## config.mk

```make
export PLATFORM = sky130hd
export DESIGN_NAME = lbad_top
export DESIGN_NICKNAME = d
export VERILOG_FILES = /design/src/core/lbad_region_dec.v /design/src/core/lbad_timer.v /design/src/core/lbad_top.v
export VERILOG_INCLUDE_DIRS = /design/src /design/src/core
export SDC_FILE = /design/constraint.sdc
export NUM_CORES = 1
export LEC_CHECK = 0
export ABC_CLOCK_PERIOD_IN_PS = 4400
export BUFFER_PORTS_ARGS = -buffer_cell sky130_fd_sc_hd__clkbuf_2
export CAP_MARGIN = 20
export CORE_MARGIN = 2
export CORE_UTILIZATION = 25
export DETAILED_ROUTE_END_ITERATION = 8
export SYNTH_ARGS = -nofsm -noshare
export SYNTH_HDL_FRONTEND = slang
export SYNTH_SLANG_ARGS = --single-unit
```

## constraint.sdc

```tcl
create_clock -name clk_sys_i -period 4.4 [get_ports clk_sys_i]
set_clock_uncertainty 0.2 [all_clocks]
set_input_delay 0.66 -clock clk_sys_i [delete_from_list [all_inputs] [get_ports clk_sys_i]]
set_output_delay 0.66 -clock clk_sys_i [all_outputs]
set_load 0.01 [all_outputs]
```

## src/core/lbad_regs.vh

```
// register map, field positions, reset values and timing counts
`ifndef LBAD_REGS_VH
`define LBAD_REGS_VH

// region codes
`define LBAD_RG_NONE    3'h0
`define LBAD_RG_MEM     3'h1
`define LBAD_RG_ROM     3'h2
`define LBAD_RG_SRAM    3'h3
`define LBAD_RG_LIO     3'h4
`define LBAD_RG_A16     3'h5
`define LBAD_RG_OWN     3'h6

// transfer type codes
`define LBAD_TT_IACK    2'h3

// address map
`define LBAD_MIRROR_TOP 32'h003F_FFFF
`define LBAD_ROM_LO     32'hFF80_0000
`define LBAD_ROM_HI     32'hFFBF_FFFF
`define LBAD_SRAM_LO    32'hFFE0_0000
`define LBAD_SRAM_HI    32'hFFEF_FFFF
`define LBAD_LIO_LO     32'hFFF0_0000
`define LBAD_LIO_HI     32'hFFFE_FFFF
`define LBAD_A16_LO     32'hFFFF_0000

// own registers (word addresses)
`define LBAD_A_GPIN     32'hFFF4_202C
`define LBAD_A_ABORT    32'hFFF4_2040
`define LBAD_A_WDOG     32'hFFF4_2044
`define LBAD_A_BERR     32'hFFF4_2048
`define LBAD_A_PRESC    32'hFFF4_204C
`define LBAD_A_BCTL     32'hFFF4_2050
`define LBAD_A_PRESC2   32'hFFF4_0064
`define LBAD_A_ROMCTL   32'hFFF4_0030

// field positions
`define LBAD_GPIN_LSB   16
`define LBAD_AB_LVL_MSB 2
`define LBAD_AB_CLR     3
`define LBAD_AB_EN      4
`define LBAD_AB_PEND    5
`define LBAD_AB_SW      6
`define LBAD_WD_WSEL    8
`define LBAD_WD_TSEL    12
`define LBAD_WD_EN      16
`define LBAD_WD_RSTEN   17
`define LBAD_WD_KICK    19
`define LBAD_WD_STAT    20
`define LBAD_WD_STCLR   21
`define LBAD_WD_FAILEN  22
`define LBAD_RS_EN      24
`define LBAD_RS_STAT    28
`define LBAD_BE_LSB     8
`define LBAD_MIRROR_BIT 20

// reset values and abort vector
`define LBAD_RST_BCTL   3'h1
`define LBAD_RST_TSEL   2'h3
`define LBAD_RST_WSEL   4'h0
`define LBAD_RST_LVL    3'h0
`define LBAD_ABORT_VEC  8'h40

// timing
`define LBAD_CLK_NS     10
`define LBAD_US_NS      1000
`define LBAD_US_CYC     (`LBAD_US_NS / `LBAD_CLK_NS)
`define LBAD_TO1_US     8
`define LBAD_TO1_CYC    (`LBAD_TO1_US * `LBAD_US_CYC)
`define LBAD_TO2_US     64
`define LBAD_TO3_US     256
`define LBAD_WD_BASE_US 512

`endif

```

## src/core/lbad_region_dec.v

```verilog
// address region classifier for the local bus
`timescale 1ns/1ns
`default_nettype none
`include "lbad_regs.vh"
module lbad_region_dec (
	// access
	input  wire [31:0] addr_i,
	input  wire        mirror_i,
	input  wire        vme_present_i,
	// result
	output reg  [2:0]  region_o
);
	function in_rng;
		input [31:0] a;
		input [31:0] lo;
		input [31:0] hi;
		begin
			in_rng = (a >= lo) && (a <= hi);
		end
	endfunction

	wire [31:0] wa = {addr_i[31:2], 2'b00};
	wire        own;
	assign own = (wa == `LBAD_A_GPIN) || (wa == `LBAD_A_ABORT) ||
		(wa == `LBAD_A_WDOG) || (wa == `LBAD_A_BERR) ||
		(wa == `LBAD_A_PRESC) || (wa == `LBAD_A_BCTL) ||
		(!vme_present_i && ((wa == `LBAD_A_PRESC2) ||
		(wa == `LBAD_A_ROMCTL)));

	// one code only per address
	always @* begin
		if (mirror_i && addr_i <= `LBAD_MIRROR_TOP) begin
			region_o = `LBAD_RG_ROM;
		end else if (addr_i < `LBAD_ROM_LO) begin
			region_o = `LBAD_RG_MEM;
		end else if (in_rng(addr_i, `LBAD_ROM_LO, `LBAD_ROM_HI)) begin
			region_o = `LBAD_RG_ROM;
		end else if (in_rng(addr_i, `LBAD_SRAM_LO, `LBAD_SRAM_HI)) begin
			region_o = `LBAD_RG_SRAM;
		end else if (own) begin
			region_o = `LBAD_RG_OWN;
		end else if (in_rng(addr_i, `LBAD_LIO_LO, `LBAD_LIO_HI)) begin
			region_o = `LBAD_RG_LIO;
		end else if (addr_i >= `LBAD_A16_LO) begin
			region_o = `LBAD_RG_A16;
		end else begin
			region_o = `LBAD_RG_NONE;
		end
	end
endmodule // lbad_region_dec
`default_nettype wire

```

## src/core/lbad_timer.v

```verilog
// microsecond prescaler and watchdog counter
`timescale 1ns/1ns
`default_nettype none
`include "lbad_regs.vh"
module lbad_timer #(
	parameter [31:0] WD_BASE_US = `LBAD_WD_BASE_US
) (
	// clock and reset
	input  wire        clk_sys_i,
	input  wire        resetn_i,
	// prescaler write
	input  wire        pre_we_i,
	input  wire [31:0] pre_wdata_i,
	input  wire [31:0] pre_wmask_i,
	// watchdog control
	input  wire        wd_en_i,
	input  wire        wd_kick_i,
	input  wire [3:0]  wd_sel_i,
	// status
	output reg  [31:0] presc_o,
	output reg         wd_expire_o
);
	localparam [31:0] US_CYC  = `LBAD_US_CYC;
	localparam [6:0]  US_LAST = US_CYC[6:0] - 7'h01;
	reg  [6:0]  div_r;
	reg  [31:0] wd_cnt_r;
	wire        tick = (div_r == US_LAST);
	wire [31:0] wd_lim = WD_BASE_US << wd_sel_i;

	always @(posedge clk_sys_i) begin
		if (!resetn_i) begin
			div_r       <= 7'h00;
			presc_o     <= 32'h0000_0000;
			wd_cnt_r    <= 32'h0000_0000;
			wd_expire_o <= 1'b0;
		end else begin
			div_r       <= tick ? 7'h00 : div_r + 7'h01;
			wd_expire_o <= 1'b0;
			if (pre_we_i) begin
				presc_o <= (presc_o & ~pre_wmask_i) |
					(pre_wdata_i & pre_wmask_i);
			end else if (tick) begin
				presc_o <= presc_o + 32'h0000_0001;
			end
			if (!wd_en_i || wd_kick_i) begin
				wd_cnt_r <= 32'h0000_0000;
			end else if (tick) begin
				if (wd_cnt_r + 32'h0000_0001 >= wd_lim) begin
					wd_cnt_r    <= 32'h0000_0000;
					wd_expire_o <= 1'b1;
				end else begin
					wd_cnt_r <= wd_cnt_r + 32'h0000_0001;
				end
			end
		end
	end
endmodule // lbad_timer
`default_nettype wire

```

## src/core/lbad_top.v

```verilog
// local bus address decode and redundant board control
`timescale 1ns/1ns
`default_nettype none
`include "lbad_regs.vh"
module lbad_top #(
	parameter [31:0] TO2_CYC    = `LBAD_TO2_US * `LBAD_US_CYC,
	parameter [31:0] TO3_CYC    = `LBAD_TO3_US * `LBAD_US_CYC,
	parameter [31:0] WD_BASE_US = `LBAD_WD_BASE_US
) (
	// clock and reset
	input  wire        clk_sys_i,
	input  wire        resetn_i,
	// local bus request
	input  wire        ts_i,
	input  wire [1:0]  transfer_type_code_i,
	input  wire [31:0] addr_i,
	input  wire        rd_i,
	input  wire [3:0]  be_i,
	input  wire [31:0] wdata_i,
	// external target answers
	input  wire        ext_ack_i,
	input  wire        ext_err_i,
	// local bus answer
	output reg         ta_o,
	output reg         transfer_error_ack_o,
	output reg  [31:0] rdata_o,
	// region selects
	output reg         sel_mem_o,
	output reg         sel_rom_o,
	output reg         sel_sram_o,
	output reg         sel_lio_o,
	output reg         sel_a16_o,
	// board inputs
	input  wire        vme_present_i,
	input  wire        supply_status_line_i,
	input  wire [7:0]  general_input_pins_i,
	input  wire        abort_sw_i,
	input  wire        reset_sw_i,
	// board control outputs
	output reg         flash_protect_line_o,
	output reg         flash_half_select_line_o,
	output reg         boot_config_select_line_o,
	output reg         boot_mirror_bit_o,
	output reg         abort_irq_o,
	output reg  [2:0]  abort_level_o,
	output reg         local_reset_o,
	output reg         board_fail_o
);
	localparam [1:0] ST_IDLE = 2'd0;
	localparam [1:0] ST_WAIT = 2'd1;
	localparam [31:0] TO1_CYC = `LBAD_TO1_CYC;

	function [31:0] lane_mask;
		input [3:0] be;
		begin
			lane_mask = {{8{be[3]}}, {8{be[2]}}, {8{be[1]}}, {8{be[0]}}};
		end
	endfunction

	function [31:0] to_limit;
		input [1:0] sel;
		begin
			case (sel)
				2'd0:    to_limit = TO1_CYC;
				2'd1:    to_limit = TO2_CYC;
				default: to_limit = TO3_CYC;
			endcase
		end
	endfunction

	reg  [1:0]  state_r;
	reg  [31:0] to_cnt_r;
	reg         to_arm_r;
	reg         iack_r;
	reg  [3:1]  bctl_r;
	reg  [2:0]  ab_lvl_r;
	reg         ab_en_r;
	reg         ab_pend_r;
	reg         ab_sw_r;
	reg  [1:0]  tsel_r;
	reg  [3:0]  wsel_r;
	reg         wd_en_r;
	reg         wd_rsten_r;
	reg         wd_failen_r;
	reg         wd_stat_r;
	reg         rs_en_r;
	reg  [3:0]  berr_r;
	reg         berr_set_any;
	reg         berr_set_to;
	reg         berr_set_ext;
	reg         berr_set_iack;
	wire [2:0]  region;
	wire [31:0] presc;
	wire        wd_expire;
	wire [31:0] wa = {addr_i[31:2], 2'b00};
	wire [31:0] wm = lane_mask(be_i);
	wire        inhibit = vme_present_i;
	wire        normal = (transfer_type_code_i != `LBAD_TT_IACK);
	wire        req = ts_i && (state_r == ST_IDLE);
	wire        own_wr = req && normal && !rd_i &&
		(region == `LBAD_RG_OWN);
	wire        ab_hit = !inhibit && ab_en_r && ab_pend_r &&
		(addr_i[3:1] == ab_lvl_r);
	wire        pre_we = own_wr && !inhibit &&
		((wa == `LBAD_A_PRESC) || (wa == `LBAD_A_PRESC2));
	wire        wd_kick = own_wr && !inhibit && (wa == `LBAD_A_WDOG) &&
		wm[`LBAD_WD_KICK] && wdata_i[`LBAD_WD_KICK];
	wire        ab_rise = abort_sw_i && !ab_sw_r;
	wire        flash_wr_blk = req && normal && !rd_i && bctl_r[1] &&
		(region == `LBAD_RG_ROM);

	lbad_region_dec u_dec (
		.addr_i        (addr_i),
		.mirror_i      (boot_mirror_bit_o),
		.vme_present_i (vme_present_i),
		.region_o      (region)
	);

	lbad_timer #(
		.WD_BASE_US (WD_BASE_US)
	) u_tmr (
		.clk_sys_i   (clk_sys_i),
		.resetn_i    (resetn_i),
		.pre_we_i    (pre_we),
		.pre_wdata_i (wdata_i),
		.pre_wmask_i (wm),
		.wd_en_i     (wd_en_r && !inhibit),
		.wd_kick_i   (wd_kick),
		.wd_sel_i    (wsel_r),
		.presc_o     (presc),
		.wd_expire_o (wd_expire)
	);

	// read data of own registers
	reg [31:0] rd_mux;
	always @* begin
		rd_mux = 32'h0000_0000;
		if (wa == `LBAD_A_GPIN) begin
			rd_mux[`LBAD_GPIN_LSB+7:`LBAD_GPIN_LSB] =
				general_input_pins_i;
		end else if (wa == `LBAD_A_ABORT) begin
			rd_mux[6:0] = {abort_sw_i, ab_pend_r, ab_en_r, 1'b0,
				ab_lvl_r};
		end else if (wa == `LBAD_A_WDOG) begin
			rd_mux[`LBAD_RS_STAT] = reset_sw_i;
			rd_mux[`LBAD_RS_EN] = rs_en_r;
			rd_mux[`LBAD_WD_FAILEN] = wd_failen_r;
			rd_mux[`LBAD_WD_STAT] = wd_stat_r;
			rd_mux[`LBAD_WD_RSTEN] = wd_rsten_r;
			rd_mux[`LBAD_WD_EN] = wd_en_r;
			rd_mux[13:8] = {tsel_r, wsel_r};
		end else if (wa == `LBAD_A_BERR) begin
			rd_mux[`LBAD_BE_LSB+3:`LBAD_BE_LSB] = berr_r;
		end else if (wa == `LBAD_A_PRESC || wa == `LBAD_A_PRESC2) begin
			rd_mux = presc;
		end else if (wa == `LBAD_A_BCTL) begin
			rd_mux[3:0] = {bctl_r, supply_status_line_i};
		end else if (wa == `LBAD_A_ROMCTL) begin
			rd_mux[`LBAD_MIRROR_BIT] = boot_mirror_bit_o;
		end
	end

	// bus error status sources
	always @* begin
		berr_set_any  = 1'b0;
		berr_set_to   = 1'b0;
		berr_set_ext  = 1'b0;
		berr_set_iack = 1'b0;
		if (flash_wr_blk) begin
			berr_set_any = 1'b1;
		end else if (state_r == ST_WAIT) begin
			if (ext_err_i && !iack_r) begin
				berr_set_any = 1'b1;
				berr_set_ext = 1'b1;
			end else if (!ext_ack_i && to_arm_r &&
				to_cnt_r + 32'h0000_0001 >= to_limit(tsel_r)) begin
				berr_set_any  = 1'b1;
				berr_set_to   = 1'b1;
				berr_set_iack = iack_r;
			end
		end
	end

	// bus cycle handling
	always @(posedge clk_sys_i) begin
		if (!resetn_i) begin
			state_r              <= ST_IDLE;
			to_cnt_r             <= 32'h0000_0000;
			to_arm_r             <= 1'b0;
			iack_r               <= 1'b0;
			ta_o                 <= 1'b0;
			transfer_error_ack_o <= 1'b0;
			rdata_o              <= 32'h0000_0000;
			sel_mem_o            <= 1'b0;
			sel_rom_o            <= 1'b0;
			sel_sram_o           <= 1'b0;
			sel_lio_o            <= 1'b0;
			sel_a16_o            <= 1'b0;
		end else begin
			ta_o                 <= 1'b0;
			transfer_error_ack_o <= berr_set_any;
			sel_mem_o            <= 1'b0;
			sel_rom_o            <= 1'b0;
			sel_sram_o           <= 1'b0;
			sel_lio_o            <= 1'b0;
			sel_a16_o            <= 1'b0;
			case (state_r)
				ST_IDLE: begin
					to_cnt_r <= 32'h0000_0000;
					iack_r   <= 1'b0;
					// undecoded space never timed while inhibited
					to_arm_r <= !inhibit && (tsel_r != 2'd3);
					if (req && normal && !flash_wr_blk) begin
						if (region == `LBAD_RG_OWN) begin
							ta_o    <= 1'b1;
							rdata_o <= rd_i ? rd_mux : 32'h0000_0000;
						end else begin
							state_r    <= ST_WAIT;
							sel_mem_o  <= (region == `LBAD_RG_MEM);
							sel_rom_o  <= (region == `LBAD_RG_ROM);
							sel_sram_o <= (region == `LBAD_RG_SRAM);
							sel_lio_o  <= (region == `LBAD_RG_LIO);
							sel_a16_o  <= (region == `LBAD_RG_A16);
							if (region == `LBAD_RG_A16) begin
								to_arm_r <= 1'b0;
							end
						end
					end else if (req && !normal) begin
						if (ab_hit) begin
							ta_o    <= 1'b1;
							rdata_o <= {24'h00_0000, `LBAD_ABORT_VEC};
						end else begin
							state_r <= ST_WAIT;
							iack_r  <= 1'b1;
						end
					end
				end
				ST_WAIT: begin
					to_cnt_r <= to_cnt_r + 32'h0000_0001;
					if (berr_set_any || ext_ack_i) begin
						state_r <= ST_IDLE;
					end
				end
				default: state_r <= ST_IDLE;
			endcase
		end
	end

	// control registers, abort and reset logic
	always @(posedge clk_sys_i) begin
		if (!resetn_i) begin
			bctl_r            <= `LBAD_RST_BCTL;
			boot_mirror_bit_o <= 1'b1;
			ab_lvl_r          <= `LBAD_RST_LVL;
			ab_en_r           <= 1'b0;
			ab_pend_r         <= 1'b0;
			ab_sw_r           <= 1'b0;
			tsel_r            <= `LBAD_RST_TSEL;
			wsel_r            <= `LBAD_RST_WSEL;
			wd_en_r           <= 1'b0;
			wd_rsten_r        <= 1'b0;
			wd_failen_r       <= 1'b0;
			wd_stat_r         <= 1'b0;
			rs_en_r           <= 1'b0;
			berr_r            <= 4'h0;
		end else begin
			ab_sw_r <= abort_sw_i;
			// mirror bit snooped even when the other chip answers
			if (own_wr || (req && normal && !rd_i && inhibit &&
				wa == `LBAD_A_ROMCTL)) begin
				if (wa == `LBAD_A_ROMCTL && wm[`LBAD_MIRROR_BIT]) begin
					boot_mirror_bit_o <= wdata_i[`LBAD_MIRROR_BIT];
				end
			end
			if (own_wr && wa == `LBAD_A_BCTL && be_i[0]) begin
				bctl_r <= wdata_i[3:1];
			end
			if (own_wr && !inhibit && wa == `LBAD_A_ABORT && be_i[0]) begin
				ab_lvl_r <= wdata_i[`LBAD_AB_LVL_MSB:0];
				ab_en_r  <= wdata_i[`LBAD_AB_EN];
			end
			// set beats clear
			if (ab_rise && !inhibit) begin
				ab_pend_r <= 1'b1;
			end else if (own_wr && wa == `LBAD_A_ABORT && be_i[0] &&
				wdata_i[`LBAD_AB_CLR]) begin
				ab_pend_r <= 1'b0;
			end
			if (own_wr && !inhibit && wa == `LBAD_A_WDOG) begin
				if (be_i[3]) begin
					rs_en_r <= wdata_i[`LBAD_RS_EN];
				end
				if (be_i[2]) begin
					wd_failen_r <= wdata_i[`LBAD_WD_FAILEN];
					wd_rsten_r  <= wdata_i[`LBAD_WD_RSTEN];
					wd_en_r     <= wdata_i[`LBAD_WD_EN];
				end
				if (be_i[1]) begin
					tsel_r <= wdata_i[13:12];
					wsel_r <= wdata_i[11:8];
				end
			end
			if (wd_expire) begin
				wd_stat_r <= 1'b1;
			end else if (own_wr && wa == `LBAD_A_WDOG &&
				wm[`LBAD_WD_STCLR] && wdata_i[`LBAD_WD_STCLR]) begin
				wd_stat_r <= 1'b0;
			end
			berr_r <= (berr_r & ~(own_wr && wa == `LBAD_A_BERR && be_i[1] ?
				wdata_i[11:8] : 4'h0)) |
				{berr_set_iack, berr_set_ext, berr_set_to,
				berr_set_any};
		end
	end

	// board control outputs
	always @(posedge clk_sys_i) begin
		if (!resetn_i) begin
			flash_protect_line_o      <= 1'b1;
			flash_half_select_line_o  <= 1'b0;
			boot_config_select_line_o <= 1'b0;
			abort_irq_o               <= 1'b0;
			abort_level_o             <= `LBAD_RST_LVL;
			local_reset_o             <= 1'b0;
			board_fail_o              <= 1'b0;
		end else begin
			flash_protect_line_o      <= bctl_r[1];
			boot_config_select_line_o <= bctl_r[3];
			// half select only means something in shared mode
			flash_half_select_line_o  <= bctl_r[2] && !bctl_r[3];
			abort_irq_o   <= ab_pend_r && ab_en_r && !inhibit;
			abort_level_o <= ab_lvl_r;
			local_reset_o <= !inhibit && ((rs_en_r && reset_sw_i) ||
				(wd_rsten_r && wd_expire));
			board_fail_o  <= !inhibit && wd_failen_r && wd_stat_r;
		end
	end
endmodule // lbad_top
`default_nettype wire

```

==> run metrics <==
TNS Setup 0 ns; share of the synthesized area in the top cell type 36.63%; Finished Layout Cells 1811; Worst Path Required 4.55 ns; setup violators final 0; GRT Resource Usage Total 14.48%; placed insts 1776; Final period util 88.61%; DP HPWL 22.85 mm; commonest non-fill, non-tap cell in the layout dfxtp_1; via-per-instance ratio 5.193; Post-CTS Hold Buffers 0; Yosys top cell by area dfxtp_1; Port-buffer cells 135; Worst slew margin 44.09%; DRT antenna net count 0; Root Driver clkbuf_16; most frequent cells in the layout 180 x dfxtp_1, 135 x clkbuf_2, 110 x nor2_1, 100 x nand2_1, 75 x nand3_1; GP Congestion 0.9142; clock sinks 180; syn_nets 1295; Max VDD drop 0.0002589 V; RSZ-0062 raised after global routing no; area delta synth->final 17.72%; Leakage 4.245 nW; share of post-route cells with drive strength above 1 16.95%; Power Density 281.9 mW/mm^2; Post-synth ARST share 0%; endpoint type of the worst setup path flop; Post-synth EDFFs 0; gate count after technology mapping 1177; Synth area leaders dfxtp_1 37%, nor2_1 4.2%, ha_1 3.8%; final-stage net count 1397; Hold Path Class flop to flop; Fmax 256.5 MHz; first-pass GRT wire length 47.74 mm; CTS tree built; Finished Cell Area 0.01158 sq mm; Max FO, Critical Path 23; Avg Cell Area, Syn 8.359 sq um; final worst path period need 3.899 ns; largest net degree at the start of global routing 48; # Post-CTS Setup Buffers 0; Vias 9404; Hold Vio Cnt, Final 0; later-pin clock latency in the skew report 0.43 ns; Max Cap Viol 0; H-tree depth 4; post-DR wirelength/cell 16.80 um; final wirelength 30.43 mm; cts repair resizes 0; Top FF cell, synth dfxtp_1; synth unique cells 76; Remaining DRCs 0; CTS Buffer Depth 2; initial core utilization 25.40%; initial antenna violation count 1; 1st-iter DRT viols 881; Worst Path Arrival 4.05 ns; CP Class flop to flop; Synth Register Bits 180; CP startpoint kind flop; DR pass1 iterations 8; grt total ovfl 0; vias in the first global route 8682; Die Width 202.4 um; Die Span Y 202.4 um; mapped cell area 0.009838 sq mm; Post-Place Cell Area 0.01098 sq mm; # IOs 137; slew of the pin with the lowest slew margin 0.8317 ns; Die Area 0.04096 sq mm; outcome completed; FP Rows 72; CTS Buf Count 17; core area 0.03874 sq mm; part of the Yosys area used for sequential elements 36.63%; Yosys warnings 0; clk slew on worst S/H paths 0.07 ns; Slew Limit Fails 0
==> cells in the mapped netlist, types with 24 or more instances <==
| library cell | number |
|---|---|
| a211oi_1 | 24 |
| a21oi_1 | 43 |
| and3_1 | 32 |
| clkbuf_1 | 41 |
| dfxtp_1 | 180 |
| ha_1 | 30 |
| inv_1 | 30 |
| nand2_1 | 100 |
| nand3_1 | 75 |
| nand4_1 | 43 |
| nor2_1 | 111 |
| nor3_1 | 53 |
| nor4_1 | 26 |
| o21ai_0 | 36 |
| xnor2_1 | 36 |
| xor2_1 | 27 |
==> kinds of logic (layout without fill, tap and decap cells) <==
group,count (synthesis),after routing,synth area share (%)
other,0,1,0
XOR/XNOR,63,63,5.609
AND/OR/NAND/NOR,557,557,30.94
flip-flops,180,180,36.63
buffers and inverters,98,213,4.299
AO/OA/AOI/OAI,227,227,16.42
adder cells (fa/ha/maj),30,30,3.815
multiplexers,22,22,2.289
==> cell type report <==
cell class | count | area (sq um)
Sequential cell | 180 | 3603
Timing Repair Buffer | 151 | 823.3
Clock inverter | 14 | 141.4
Fill cell | 4127 | 27160
Tap cell | 518 | 648.1
Inverter | 30 | 112.6
Clock buffer | 18 | 429.2
Antenna cell | 1 | 2.502
Multi-Input combinational cell | 899 | 5821
==> power breakdown <==
group	switching (mW)	internal (mW)	total, mW
clock	0.728	0.753	1.48
combinational	0.0909	0.0523	0.143
sequential	0.00645	1.63	1.64
total	0.825	2.44	3.27
==> worst max-delay path: stages (launching register included) <==
cell and delay, ns:
dfxtp_1 0.41, ha_1 0.26, and4_1 0.24, nand4_1 0.14
or3_1 0.47, nor2_1 0.15, xor2_1 0.27, ha_1 0.29
nand3_1 0.11, nor4_1 0.07, o22ai_1 0.25, o211ai_1 0.19
nor4_4 0.22, buf_12 0.21, a21oi_2 0.11, nor3_1 0.21
==> final timing paths <==
kind | startpoint | to | slack [ns] | depth (start not counted)
hold reg to reg | u_tmr.div_r[0]$_SDFF_PP0_ | u_tmr.div_r[0]$_SDFF_PP0_ | 0.24 | 1
setup reg to reg | u_tmr.wd_cnt_r[0]$_SDFFE_PP0P_ | u_tmr.wd_cnt_r[7]$_SDFFE_PP0P_ | 0.50 | 15
setup / recovery | u_tmr.wd_cnt_r[0]$_SDFFE_PP0P_ | u_tmr.wd_cnt_r[7]$_SDFFE_PP0P_ | 0.50 | 15
hold / removal | u_tmr.div_r[0]$_SDFF_PP0_ | u_tmr.div_r[0]$_SDFF_PP0_ | 0.24 | 1
==> per-layer routing <==
metal / vias up / wire [um] / GRT usage, %
met5: - / 0 / 0
met4: 0 / 581 / 4.432
met3: 39 / 2292 / 2.580
met2: 354 / 13370 / 21.94
met1: 4445 / 14180 / 20.77
li1: 4566 / - / -
==> through the flow <==
| stage | power [mW] | hold WS [ns] | worst slack [ns] | utilization, % |
|---|---|---|---|---|
| 2_1_floorplan | 1.739 | 0.2130 | 1.011 | - |
| 3_3_place_gp | 1.816 | 0.2244 | 0.6089 | 28.34 |
| 3_5_place_dp | 1.817 | 0.2308 | 0.5375 | 28.34 |
| 4_1_cts | 3.294 | 0.2413 | 0.5197 | 29.81 |
| 5_1_grt | 3.390 | 0.2449 | 0.2197 | 29.89 |
| 6_report | 3.265 | 0.2373 | 0.5012 | 29.90 |
Note: power is estimated with default switching activity, not from simulation.
